## config.mk

```make
export PLATFORM = sky130hd
export DESIGN_NAME = xec_entry
export DESIGN_NICKNAME = d
export VERILOG_FILES = /design/src/pkg/xec_pkg.sv /design/src/rtl/xec_entry.sv
export SDC_FILE = /design/constraint.sdc
export NUM_CORES = 1
export LEC_CHECK = 0
export ABC_CLOCK_PERIOD_IN_PS = 5300
export BUFFER_PORTS_ARGS = -buffer_cell sky130_fd_sc_hd__buf_2
export CAP_MARGIN = 20
export CORE_MARGIN = 3
export CORE_UTILIZATION = 30
export DETAILED_ROUTE_END_ITERATION = 8
export MAX_ROUTING_LAYER = met4
export PLACE_DENSITY = 0.64
export RECOVER_POWER = 100
export SLEW_MARGIN = 10
export SYNTH_ARGS = -nofsm -noshare
export SYNTH_HDL_FRONTEND = slang
export SYNTH_SLANG_ARGS = --single-unit
```

## constraint.sdc

```tcl
create_clock -name ref_clk -period 5.3 [get_ports ref_clk]
set_input_delay 0 -clock ref_clk [delete_from_list [all_inputs] [get_ports ref_clk]]
set_output_delay 0 -clock ref_clk [all_outputs]
set_load 0.005 [all_outputs]
```

## src/pkg/xec_pkg.sv

```systemverilog
package xec_pkg;
    localparam logic [31:0] VEC_BASE_LOW = 32'h0000_0000;
    localparam logic [31:0] VEC_BASE_HIGH = 32'hffff_0000;
    localparam logic [7:0] VOFS_RESET = 8'h00;
    localparam logic [7:0] VOFS_UNDEF = 8'h04;
    localparam logic [7:0] VOFS_SVC = 8'h08;
    localparam logic [7:0] VOFS_PABT = 8'h0c;
    localparam logic [7:0] VOFS_DABT = 8'h10;
    localparam logic [7:0] VOFS_RSVD = 8'h14;
    localparam logic [7:0] VOFS_IRQ = 8'h18;
    localparam logic [7:0] VOFS_FIQ = 8'h1c;
    localparam logic [31:0] RET_SUB_4 = 32'h0000_0004;
    localparam logic [31:0] RET_SUB_8 = 32'h0000_0008;
    localparam logic [31:0] RET_SUB_0 = 32'h0000_0000;
    // Fault status encodings, one per abort class
    localparam logic [4:0] FS_NONE = 5'h00;
    localparam logic [4:0] FS_ALIGN = 5'h01;
    localparam logic [4:0] FS_TRANS = 5'h05;
    localparam logic [4:0] FS_DOMAIN = 5'h09;
    localparam logic [4:0] FS_PERM = 5'h0d;
    localparam logic [4:0] FS_EXT_PRECISE = 5'h08;
    localparam logic [4:0] FS_EXT_IMPRECISE = 5'h16;
    localparam logic [4:0] FS_WATCH = 5'h02;
    localparam logic [4:0] FS_COPROC = 5'h04;
    // Memory unit fault kinds
    localparam logic [2:0] MF_ALIGN = 3'h1;
    localparam logic [2:0] MF_TRANS = 3'h2;
    localparam logic [2:0] MF_DOMAIN = 3'h3;
    localparam logic [2:0] MF_PERM = 3'h4;
    // Bus response codes
    localparam logic [1:0] RESP_SLVERR = 2'h2;
    localparam logic [1:0] RESP_DECERR = 2'h3;
    // Reset values of the masks
    localparam logic MASK_RESET = 1'b1;
    typedef enum logic [3:0] {
        XEC_NONE, XEC_RESET, XEC_DABT_P, XEC_FIQ, XEC_IRQ, XEC_DABT_I,
        XEC_PABT, XEC_BREAKPOINT_INSTR, XEC_UNDEF, XEC_SVC, XEC_DEBUG
    } xec_kind_e;
    typedef enum logic [1:0] {
        XEC_RET_NONE, XEC_RET_FIQ, XEC_RET_IRQ_ABT, XEC_RET_DABT
    } xec_ret_e;
endpackage

```

## src/rtl/xec_entry.sv

```systemverilog
// What this block does
// - Fast interrupt pin is registered; logic uses only the register output
// - Fast mask clear: low registered fast request taken at instruction end
// - Fast interrupt entry sets fast and normal masks
// - Fast return target is fast link minus 4
// - Normal mask clear: low registered normal request taken at end
// - Normal interrupt ranks below fast and is masked on fast entry
// - Normal interrupt entry sets the normal and abort masks, not the fast mask
// - Normal return target is normal link minus 4
// - Abort from memory unit fault or bus slave/decode error response
// - Any abort entry sets the normal mask
// - Prefetch abort tags instruction; taken at execute, dropped on flush
// - Abort return: link minus 4 prefetch/breakpoint, minus 8 data
// - Memory unit faults and coprocessor-side aborts are precise
// - Watchpoint aborts reported at boundary before next load/store
// - External abort precise for ordered, pc/status loads, swap load
// - Cacheable external abort only if a requested word erred
// - Data abort requests restore of the base register
// - Masked imprecise abort held pending, taken once mask clears
// - Imprecise mask set on reset and abort, normal, fast entry
// - Supervisor call enters supervisor, normal masked, resumes after
// - Undefined instruction exception masks normal, resumes after
// - Breakpoint aborts at execute only; debug state if halting mode
// - Vector base zero or high by select bit
// - Fixed vector offsets per exception kind
// - Fixed priority among simultaneous exceptions
//
// The implementer's own choice: strobed register access.
`timescale 1ns/1ns
`default_nettype none
module xec_entry (
    input wire logic ref_clk,
    input wire logic rst,
    input wire logic fast_irq_in_n,
    input wire logic normal_irq_in_n,
    input wire logic instr_end,
    input wire logic vec_high_sel,
    input wire logic halt_debug_mode,
    input wire logic sw_mask_we,
    input wire logic sw_fast_mask,
    input wire logic sw_normal_mask,
    input wire logic sw_abort_mask,
    input wire logic fetch_abort,
    input wire logic decode_adv,
    input wire logic exec_adv,
    input wire logic flush,
    input wire logic exec_is_breakpoint_instr,
    input wire logic exec_is_svc,
    input wire logic exec_is_undef,
    input wire logic mmu_fault,
    input wire logic [2:0] mmu_fault_kind,
    input wire logic coproc_abort,
    input wire logic watch_hit,
    input wire logic next_is_mem,
    input wire logic bus_resp_valid,
    input wire logic [1:0] bus_resp,
    input wire logic bus_ordered,
    input wire logic bus_load_pc_status,
    input wire logic bus_swap_load,
    input wire logic bus_cacheable,
    input wire logic bus_word_requested,
    input wire logic [31:0] link_value,
    input wire logic [1:0] ret_kind,
    input wire logic ret_req,
    output logic take_exc,
    output logic [31:0] vector_addr,
    output logic [3:0] exc_kind,
    output logic fast_mask,
    output logic normal_mask,
    output logic abort_mask,
    output logic [4:0] fault_status,
    output logic base_restore,
    output logic abort_pending,
    output logic debug_enter,
    output logic [31:0] return_pc,
    output logic hold_mem
);
    logic fiq_q, irq_q;
    logic f_q, i_q, a_q;
    logic dec_bad_q, exe_bad_q;
    logic pend_q, watch_q;
    logic dabt_p;
    logic imp_err;
    logic [4:0] fs_p;
    logic take_q;
    logic [31:0] vec_q, ret_q;
    logic [3:0] kind_q;
    logic [4:0] fs_q;
    logic rest_q, dbg_q;
    xec_pkg::xec_kind_e kind_d;

    function automatic logic [4:0] mmu_fs(input logic [2:0] k);
        case (k)
            xec_pkg::MF_ALIGN: mmu_fs = xec_pkg::FS_ALIGN;
            xec_pkg::MF_TRANS: mmu_fs = xec_pkg::FS_TRANS;
            xec_pkg::MF_DOMAIN: mmu_fs = xec_pkg::FS_DOMAIN;
            default: mmu_fs = xec_pkg::FS_PERM;
        endcase
    endfunction

    function automatic logic [7:0] vofs(input xec_pkg::xec_kind_e k);
        case (k)
            xec_pkg::XEC_UNDEF: vofs = xec_pkg::VOFS_UNDEF;
            xec_pkg::XEC_SVC: vofs = xec_pkg::VOFS_SVC;
            xec_pkg::XEC_PABT, xec_pkg::XEC_BREAKPOINT_INSTR: vofs = xec_pkg::VOFS_PABT;
            xec_pkg::XEC_DABT_P, xec_pkg::XEC_DABT_I: vofs = xec_pkg::VOFS_DABT;
            xec_pkg::XEC_IRQ: vofs = xec_pkg::VOFS_IRQ;
            xec_pkg::XEC_FIQ: vofs = xec_pkg::VOFS_FIQ;
            default: vofs = xec_pkg::VOFS_RESET;
        endcase
    endfunction

    // Pins sampled once; below, only AST_FIQ_PIN_LAT reads a raw pin
    always_ff @(posedge ref_clk or posedge rst) begin
        if (rst) begin
            fiq_q <= 1'b1;
            irq_q <= 1'b1;
        end else begin
            fiq_q <= fast_irq_in_n;
            irq_q <= normal_irq_in_n;
        end
    end

    // Abort classification: memory unit fault, coprocessor abort, bus error
    always_comb begin
        dabt_p = 1'b0;
        imp_err = 1'b0;
        fs_p = xec_pkg::FS_NONE;
        if (mmu_fault) begin
            dabt_p = 1'b1;
            fs_p = mmu_fs(mmu_fault_kind);
        end else if (coproc_abort) begin
            dabt_p = 1'b1;
            fs_p = xec_pkg::FS_COPROC;
        end else if (bus_resp_valid && bus_resp[1]
                     && (!bus_cacheable || bus_word_requested)) begin
            if (bus_ordered || bus_load_pc_status || bus_swap_load) begin
                dabt_p = 1'b1;
                fs_p = xec_pkg::FS_EXT_PRECISE;
            end else begin
                imp_err = 1'b1;
            end
        end
    end

    // Prefetch abort tag rides down the pipe with its instruction
    always_ff @(posedge ref_clk or posedge rst) begin
        if (rst) begin
            dec_bad_q <= 1'b0;
            exe_bad_q <= 1'b0;
        end else if (flush) begin
            dec_bad_q <= 1'b0;
            exe_bad_q <= 1'b0;
        end else begin
            if (decode_adv)
                dec_bad_q <= fetch_abort;
            if (exec_adv)
                exe_bad_q <= dec_bad_q;
            else if (kind_d == xec_pkg::XEC_PABT)
                exe_bad_q <= 1'b0;
        end
    end

    // Priority resolution: precise data abort in any cycle, the rest at instruction end
    always_comb begin
        kind_d = xec_pkg::XEC_NONE;
        if (dabt_p)
            kind_d = xec_pkg::XEC_DABT_P;
        else if (instr_end && !f_q && !fiq_q)
            kind_d = xec_pkg::XEC_FIQ;
        else if (instr_end && !i_q && !irq_q)
            kind_d = xec_pkg::XEC_IRQ;
        else if (instr_end && !a_q && (pend_q || watch_q))
            kind_d = xec_pkg::XEC_DABT_I;
        else if (instr_end && exe_bad_q && !flush)
            kind_d = xec_pkg::XEC_PABT;
        else if (instr_end && exec_is_breakpoint_instr && !flush)
            kind_d = halt_debug_mode ? xec_pkg::XEC_DEBUG
                                     : xec_pkg::XEC_BREAKPOINT_INSTR;
        else if (instr_end && exec_is_undef)
            kind_d = xec_pkg::XEC_UNDEF;
        else if (instr_end && exec_is_svc)
            kind_d = xec_pkg::XEC_SVC;
    end

    // Pending imprecise abort; new arrival beats the clear
    always_ff @(posedge ref_clk or posedge rst) begin
        if (rst)
            pend_q <= 1'b0;
        else if (imp_err)
            pend_q <= 1'b1;
        else if (kind_d == xec_pkg::XEC_DABT_I)
            pend_q <= 1'b0;
    end

    // Watchpoint hit held until the boundary; freezes later memory ops
    always_ff @(posedge ref_clk or posedge rst) begin
        if (rst)
            watch_q <= 1'b0;
        else if (watch_hit)
            watch_q <= 1'b1;
        else if (kind_d == xec_pkg::XEC_DABT_I)
            watch_q <= 1'b0;
    end

    // Status masks
    always_ff @(posedge ref_clk or posedge rst) begin
        if (rst) begin
            f_q <= xec_pkg::MASK_RESET;
            i_q <= xec_pkg::MASK_RESET;
            a_q <= xec_pkg::MASK_RESET;
        end else begin
            case (kind_d)
                xec_pkg::XEC_FIQ: begin
                    f_q <= 1'b1;
                    i_q <= 1'b1;
                    a_q <= 1'b1;
                end
                xec_pkg::XEC_IRQ: begin
                    i_q <= 1'b1;
                    a_q <= 1'b1;
                end
                xec_pkg::XEC_DABT_P, xec_pkg::XEC_DABT_I,
                xec_pkg::XEC_PABT, xec_pkg::XEC_BREAKPOINT_INSTR: begin
                    i_q <= 1'b1;
                    a_q <= 1'b1;
                end
                xec_pkg::XEC_UNDEF, xec_pkg::XEC_SVC: begin
                    i_q <= 1'b1;
                end
                default: begin
                    if (sw_mask_we) begin
                        f_q <= sw_fast_mask;
                        i_q <= sw_normal_mask;
                        a_q <= sw_abort_mask;
                    end
                end
            endcase
        end
    end

    // Entry outputs
    always_ff @(posedge ref_clk or posedge rst) begin
        if (rst) begin
            take_q <= 1'b0;
            vec_q <= xec_pkg::VEC_BASE_LOW;
            kind_q <= 4'h0;
            fs_q <= xec_pkg::FS_NONE;
            rest_q <= 1'b0;
            dbg_q <= 1'b0;
        end else begin
            take_q <= (kind_d != xec_pkg::XEC_NONE)
                      && (kind_d != xec_pkg::XEC_DEBUG);
            dbg_q <= (kind_d == xec_pkg::XEC_DEBUG);
            kind_q <= kind_d;
            rest_q <= (kind_d == xec_pkg::XEC_DABT_P)
                      || (kind_d == xec_pkg::XEC_DABT_I);
            vec_q <= (vec_high_sel ? xec_pkg::VEC_BASE_HIGH
                                   : xec_pkg::VEC_BASE_LOW)
                     | {24'h00_0000, vofs(kind_d)};
            if (kind_d == xec_pkg::XEC_DABT_P)
                fs_q <= fs_p;
            else if (kind_d == xec_pkg::XEC_DABT_I)
                fs_q <= watch_q ? xec_pkg::FS_WATCH
                                : xec_pkg::FS_EXT_IMPRECISE;
        end
    end

    // Return address from link value
    always_ff @(posedge ref_clk or posedge rst) begin
        if (rst)
            ret_q <= 32'h0000_0000;
        else if (ret_req) begin
            case (xec_pkg::xec_ret_e'(ret_kind))
                xec_pkg::XEC_RET_FIQ,
                xec_pkg::XEC_RET_IRQ_ABT:
                    ret_q <= link_value - xec_pkg::RET_SUB_4;
                xec_pkg::XEC_RET_DABT:
                    ret_q <= link_value - xec_pkg::RET_SUB_8;
                default:
                    ret_q <= link_value - xec_pkg::RET_SUB_0;
            endcase
        end
    end

    assign take_exc = take_q;
    assign vector_addr = vec_q;
    assign exc_kind = kind_q;
    assign fault_status = fs_q;
    assign base_restore = rest_q;
    assign debug_enter = dbg_q;
    assign return_pc = ret_q;
    assign fast_mask = f_q;
    assign normal_mask = i_q;
    assign abort_mask = a_q;
    assign abort_pending = pend_q;
    assign hold_mem = watch_q && next_is_mem;

    AST_FIQ_ENTRY_MASKS: assert property (
        @(posedge ref_clk) disable iff (rst)
        kind_d == xec_pkg::XEC_FIQ |=> f_q && i_q && a_q)
        else $error("fast entry did not set masks");
    AST_FIQ_REGISTERED: assert property (
        @(posedge ref_clk) disable iff (rst)
        instr_end && !f_q && !fiq_q && !dabt_p |=> take_q
        && kind_q == 4'(xec_pkg::XEC_FIQ))
        else $error("fast request not taken");
    AST_FIQ_PIN_LAT: assert property (
        @(posedge ref_clk) disable iff (rst)
        fiq_q == $past(fast_irq_in_n))
        else $error("fast pin not registered");
    AST_IRQ_MASKED: assert property (
        @(posedge ref_clk) disable iff (rst)
        i_q && kind_d != xec_pkg::XEC_NONE |-> kind_d != xec_pkg::XEC_IRQ)
        else $error("masked normal request taken");
    AST_IRQ_KEEPS_F: assert property (
        @(posedge ref_clk) disable iff (rst)
        kind_d == xec_pkg::XEC_IRQ |=> f_q == $past(f_q) && i_q)
        else $error("normal entry touched fast mask");
    AST_IRQ_SETS_A: assert property (
        @(posedge ref_clk) disable iff (rst)
        kind_d == xec_pkg::XEC_IRQ |=> a_q)
        else $error("normal entry left abort mask clear");
    AST_IRQ_BELOW_FIQ: assert property (
        @(posedge ref_clk) disable iff (rst)
        instr_end && !f_q && !fiq_q |-> kind_d != xec_pkg::XEC_IRQ)
        else $error("normal request beat fast request");
    AST_PEND_HELD: assert property (
        @(posedge ref_clk) disable iff (rst)
        imp_err ##1 a_q [*2] |-> pend_q)
        else $error("imprecise abort lost");
    AST_PEND_STICKY: assert property (
        @(posedge ref_clk) disable iff (rst)
        pend_q && !imp_err && kind_d != xec_pkg::XEC_DABT_I |=> pend_q)
        else $error("pending abort dropped untaken");
    AST_UNREQ_IGNORED: assert property (
        @(posedge ref_clk) disable iff (rst)
        bus_resp_valid && bus_cacheable && !bus_word_requested
        && !mmu_fault && !coproc_abort |-> !imp_err && !dabt_p)
        else $error("unrequested word raised abort");
    AST_ABORT_MASKS: assert property (
        @(posedge ref_clk) disable iff (rst)
        kind_d == xec_pkg::XEC_DABT_P || kind_d == xec_pkg::XEC_DABT_I
        || kind_d == xec_pkg::XEC_PABT || kind_d == xec_pkg::XEC_BREAKPOINT_INSTR
        |=> i_q && a_q)
        else $error("abort entry left masks clear");
    AST_SVC_MASKS: assert property (
        @(posedge ref_clk) disable iff (rst)
        kind_d == xec_pkg::XEC_SVC |=> i_q && a_q == $past(a_q))
        else $error("supervisor call masks wrong");
    AST_UNDEF_MASKS: assert property (
        @(posedge ref_clk) disable iff (rst)
        kind_d == xec_pkg::XEC_UNDEF |=> i_q && f_q == $past(f_q))
        else $error("undefined entry masks wrong");
    AST_PABT_ONCE: assert property (
        @(posedge ref_clk) disable iff (rst)
        kind_d == xec_pkg::XEC_PABT && !exec_adv
        |=> kind_d != xec_pkg::XEC_PABT)
        else $error("prefetch abort taken twice");
    AST_DBG_NO_TAKE: assert property (
        @(posedge ref_clk) disable iff (rst)
        kind_d == xec_pkg::XEC_DEBUG |=> dbg_q && !take_q)
        else $error("debug entry also took abort");
    AST_VEC_FIQ: assert property (
        @(posedge ref_clk) disable iff (rst)
        kind_d == xec_pkg::XEC_FIQ && vec_high_sel |=>
        vec_q == 32'hffff_001c)
        else $error("wrong fast vector");
    AST_DABT_RET: assert property (
        @(posedge ref_clk) disable iff (rst)
        ret_req && ret_kind == 2'h3 |=> ret_q == $past(link_value) - 32'h8)
        else $error("wrong data abort return");
    AST_FLUSH_DROP: assert property (
        @(posedge ref_clk) disable iff (rst)
        flush |=> !exe_bad_q)
        else $error("flushed abort kept");
    AST_PRECISE_FIRST: assert property (
        @(posedge ref_clk) disable iff (rst)
        dabt_p |=> kind_q == 4'(xec_pkg::XEC_DABT_P) && rest_q)
        else $error("precise abort not first");
    COV_FIQ: cover property (@(posedge ref_clk) kind_d == xec_pkg::XEC_FIQ);
    COV_IMP: cover property (@(posedge ref_clk) kind_d == xec_pkg::XEC_DABT_I);
    COV_PABT: cover property (@(posedge ref_clk) kind_d == xec_pkg::XEC_PABT);
    COV_DBG: cover property (@(posedge ref_clk) kind_d == xec_pkg::XEC_DEBUG);
endmodule
`default_nettype wire

```

Word-level counts from Yosys, hierarchy flattened

Memory sizes are Yosys's and may differ from the RTL's.
Cells that the tools add are included.

Bits in registers: 85
ROM bits: 48
Input port bits: 68
Output and inout bits: 81
Word-level logic and storage cells: 123
Memories: 1

Add/subtract/negate cells: 2
Equality and inequality tests: 16
Multiplexer cells: 41
Bitwise logic cells: 3
Reductions and logical operators: 44

Memories:

| name            | words | width | read ports | clocked after memory_dff | wr ports | line             | RTL |
|---|---|---|---|---|---|---|---|
| (no name shown) | 16    | 3     | 1          | 0                        | 0        | xec_entry.sv:102 | `case (k)` |

Operator list:

| operator                                             | number |
|---|---|
| case mux 32 bit (2 select lines)                     | 1 |
| 2-to-1 mux 4 bit                                     | 12 |
| 2-to-1 mux 32 bit                                    | 1 |
| bitwise OR 32 x 8 -> 32 bit                          | 1 |
| subtractor 32 x 3 -> 32 bit (second input constant)  | 1 |
| subtractor 32 x 4 -> 32 bit (second input constant)  | 1 |
| 2-to-1 mux 1 bit                                     | 20 |
| 2-to-1 mux 5 bit                                     | 4 |
| equality test 4 x 3 -> 1 bit (second input constant) | 4 |
| logical AND 1 bit                                    | 16 |
| nonzero test 2 bit                                   | 7 |
| equality test 4 bit (second input constant)          | 3 |
| case mux 4 bit (3 select lines)                      | 1 |
| equality test 4 x 2 -> 1 bit (second input constant) | 2 |
| OR reduction 8 bit                                   | 1 |
| logical NOT 1 bit                                    | 7 |
| OR reduction 7 bit                                   | 1 |
| equality test 3 x 2 -> 1 bit (second input constant) | 2 |
| OR reduction 6 bit                                   | 1 |
| logical OR 1 bit                                     | 5 |
| equality test 2 bit (second input constant)          | 2 |
| inequality test 4 bit (second input constant)        | 1 |
| case mux 1 bit (2 select lines)                      | 2 |
| AND reduction 2 bit                                  | 2 |
| other kinds (6)                                      | 8 |

Depth between registers and ports, before layout

Depth after elaboration: 13
Gate-level depth with buffers: 10

Worst setup path after synthesis

Ideal clock, no wire load.

Path type: reg2reg
Start point: register i_q (netlist: normal_mask)
End point: register vec_q[3] (netlist: vector_addr[3])
Arrival: 1577 ps
Slack: 3596 ps
Cell stages (with the launch flop): 7
Buffers on the path: 0
Clock period less this slack: 1704 ps
Cell sequence: dfstp_2 -> o21ai_0 -> or3b_2 -> nand3_1 -> nor2_1 -> a21oi_1 -> o21ai_0

Word-level cells in the longest chain between the ends: 8

RTL lines:

| what                            | line             | RTL |
|---|---|---|
| start, declared                 | xec_entry.sv:79  | `logic f_q, i_q, a_q;` |
| start signal, assigned          | xec_entry.sv:210 | `i_q <= xec_pkg::MASK_RESET;` |
| start signal, assigned          | xec_entry.sv:234 | `i_q <= sw_normal_mask;` |
| logical NOT 1 bit               | xec_entry.sv:171 | `else if (instr_end && !i_q && !irq_q)` |
| logical AND 1 bit (2 in series) | xec_entry.sv:171 |  |
| 2-to-1 mux 4 bit                | xec_entry.sv:171 |  |
| 2-to-1 mux 4 bit                | xec_entry.sv:169 | `else if (instr_end && !f_q && !fiq_q)` |
| 2-to-1 mux 4 bit                | xec_entry.sv:167 | `if (dabt_p)` |
| named net kind_d[1]             | xec_entry.sv:90  | `xec_pkg::xec_kind_e kind_d;` |
| memory (16 x 3 bit)             | --               |  |
| bitwise OR 32 x 8 -> 32 bit     | xec_entry.sv:260 | `\| {24'h00_0000, vofs(kind_d)};` |
| end signal, assigned            | xec_entry.sv:246 | `vec_q <= xec_pkg::VEC_BASE_LOW;` |
| end signal, assigned            | xec_entry.sv:258 | `vec_q <= (vec_high_sel ? xec_pkg::VEC_BASE_HIGH` |
| end, declared                   | xec_entry.sv:86  | `logic [31:0] vec_q, ret_q;` |

The timed path passes the listed nets, and every way through them passes these cells.
A chain may end at the register's enable or synchronous reset.

==> summary.txt <==
Run status
  – Status: finished with violations
  – Failing checks: max-capacitance violations, max-slew violations

Power
  – Sequential power share: 36.2%
  – Switching pwr: 409 uW
  – Static leakage power: 0.00205 uW
  – Internal power: 986 uW
  – Logic pwr share: 20.2%
  – Maximum VDD drop: 158 uV
  – Clock share of power: 43.6%
  – PwrDens: between 200 and 300 nW/um^2
  – Switching share of power: 29.3%

Timing
  – Max frequency: 323 MHz
  – Final count of pins violating max slew: 120
  – Period utilization: 58.4%
  – RSZ-0062 raised after global routing: false
  – Setup-failing EPs final: 0
  – Worst setup margin: 2.21 ns
  – Setup TNS: 0 ns
  – Crit path time final: between 3 and 4 ns
  – Final Hold Fails: 0
  – Setup Skew: approximately 0.0065 ns
  – Worst Max-Slew Pin Slew: 3.08 ns
  – Hold Slack: 0.0142 ns
  – Max-slew headroom: -105%

CTS
  – CTS H-tree depth: 3
  – Clock root buffer: clkbuf_16
  – Worst-skew pair later-pin latency: 0.34 ns
  – CTS Buf Count: 9
  – Reg clk slew, reported paths: 0.05 ns
  – Post-CTS setup buffers: 0
  – Total clock sinks: 57
  – Post-CTS sizing: 0
  – Hold buffers post-CTS: 28
  – Max clock buf depth: 2
  – CTS tree: built

Logic synthesis
  – Distinct cell type count after synthesis: between 60 and 70
  – Syn Inst Count: 460
  – Post-synth top area cell: dfrtp_1
  – Register area share after synthesis: 37.1%
  – Yosys top cell area share: 33.7%
  – Share of synthesized registers carrying an async set or reset: 100%
  – Synthesized cell area: 3860 um^2
  – Flops & latches, synth: 57
  – Post-synth EDFFs: 0
  – Primary FF master, synth: dfrtp_1
  – Synth area leaders: dfrtp_1 (34%), buf_4 (5.6%), a21oi_1 (4.9%), o21ai_0 (4.5%), nor2_1 (4.4%)
  – Average cell area after synthesis: about 8.4 um^2
  – Synthesis warning total: 0

Finish
  – # fillers: between 1000 and 1500
  – Layout area overhead: 28.6%
  – Core Util, Final: 40.3%
  – Layout cell share with drive strength beyond 1: 22.4%
  – Antenna Cells: 0
  – Final-stage net count: roughly 670

Worst setup path
  – Reg2reg start: fast_mask
  – Reg2reg path depth: 7
  – CP Data Arrival Time: roughly 2.9 ns
  – Reg2Reg Setup Slack: 2.59 ns
  – CP required: a little over 5 ns
  – Critical path peak fanout: 57
  – Critical path start-end classification: in2async
  – Crit. End Element: async pin
  – Worst r2r dst: exe_bad_q
  – Startpoint types: primary input

Detailed routing
  – Routed Antenna Nets: 0
  – Wirelength, routed: 12800 um
  – 1st-pass router iterations: 5
  – Via count: 3997
  – WL per Instance: 16.7 um
  – DRC viols: 0
  – DR vias/cell: 5.21
  – DRT iter0 DRCs: 310

Global route
  – Initial antenna violation count: 0
  – Grt ovf: 0
  – Number of global-route vias before repair: 3881
  – GRT Overall Usage: 18.7%
  – Largest net degree at the start of global routing: 62
  – Global-route wire length before repair: 20500 um

Placed design
  – Input/output buffers: 134
  – DP HPWL: 9370 um
  – Placement Setup Slack: roughly 2.8 ns
  – GPL Wtd Cong: 0.900

Floorplanning
  – Core Box Area: approximately 12000 um^2
  – Full die area: 14300 um^2
  – Chip width: 119 um
  – Initial Util: 31.3%
  – Row Count: 40
  – IO Pins: 149
  – Die Span Y: roughly 120 um

Hold path
  – Worst hold start: coproc_abort
  – Hold Crit Class: in2reg
  – Worst Hold Depth: 3
  – Hold endpoint: abort_pending

Job
  – Max_cap viols: 2
-- flip-flops by register name, indices dropped and copies added (netlist names) --
name / flops
abort_mask: 1
normal_mask: 1
take_exc: 1
dec_bad_q: 1
watch_q: 1
abort_pending: 1
exe_bad_q: 1
fault_status: 5
fast_mask: 1
irq_q: 1
fiq_q: 1
vector_addr: 4
return_pc: 32
exc_kind: 4
debug_enter: 1
base_restore: 1
-- power by group through the flow --
| stage | clock network (uW) | logic (uW) | registers (uW) |
|---|---|---|---|
| 5_1_grt | 647 | 315 | 511 |
| 6_report | 608 | 282 | 505 |
| 4_1_cts | 624 | 293 | 506 |
| 3_5_place_dp | 0 | 275 | 512 |
| 3_3_place_gp | 0 | 273 | 511 |
| 2_1_floorplan | 0 | 159 | 515 |
-- cells in the final DEF, fill, tap and decap left out, types with 9 or more instances in the layout --
cell            n
nor2_1         45
buf_2          98
nor3_1         15
clkbuf_16       9
nor4_1          9
nand3_1        18
clkbuf_1       37
dfrtp_1        52
o21ai_0        38
dlygate4sd3_1  28
conb_1         13
inv_1          18
nand2_1        39
a21oi_1        38
a31oi_1        16
-- worst max-delay path by stage --
stage	startpoint	end	slack (ns)
after CTS	mmu_fault	exe_bad_q	2.86
after global placement	ret_kind[0]	return_pc[22]	2.84
after global routing	rst	return_pc[3]	1.44
final	rst	vector_addr[4]	2.21
after floorplan	normal_mask	vector_addr[3]	3.60
after detailed placement	link_value[3]	return_pc[25]	2.81
-- critical path, cell delays in order --
cell,delay [ns]
dlygate4sd3_1,0.53
clkbuf_1,0.09
clkinv_1,0.03
clkbuf_1,2.15
-- Yosys cell counts (5+ instances only) --
cell / count
mux2_2: 6
o21ai_0: 35
clkbuf_1: 14
nor3_1: 14
o21ai_1: 6
nor4_1: 7
buf_2: 7
o211ai_1: 5
ha_1: 5
a21oi_1: 38
buf_4: 29
nand3_1: 18
nand2_1: 39
a31oi_1: 16
inv_1: 19
dfrtp_1: 52
nor2_1: 45
dfstp_2: 5
-- area by class of cell --
class	count	area (um^2)	share of cell area (%)
multi-input cells	344	2020	40.8
inverters	19	71.3	1.44
flip-flops and latches	57	1430	28.9
clock inverters	5	62.6	1.26
well taps	168	210	4.24
repair buffers	163	910	18.3
clock buffers	11	253	5.09
-- layer usage --
| layer | track usage [%] | part of all wire (%) |
|---|---|---|
| met1 | 23.4 | 41 |
| met5 | - | 0 |
| met2 | 29.2 | 49 |
| met4 | 5.30 | 1.6 |
| met3 | 6.03 | 8.9 |
-- cells by family (layout without fill, tap and decap cells) --
family	Yosys count	count (layout)	synth area share, %
AOI/OAI and AO/OA	141	141	23.0
xor gates and xnor gates	1	1	0.227
and+or+nand+nor	175	175	25.0
buffers and inverters	71	198	10.3
DFF	57	57	37.1
muxes	9	9	2.53
adders and majority gates	5	5	1.62
other	1	13	0.0972
-- per-stage QoR --
step           instances  instance area, um^2  total power [uW]
2_1_floorplan        472                 3900               673
3_5_place_dp         723                 4460               787
3_3_place_gp         723                 4460               783
4_1_cts              767                 5060              1420
6_report             767                 4960              1400
5_1_grt              767                 4960              1470
No activity file was read; power rests on OpenSTA's default activity.
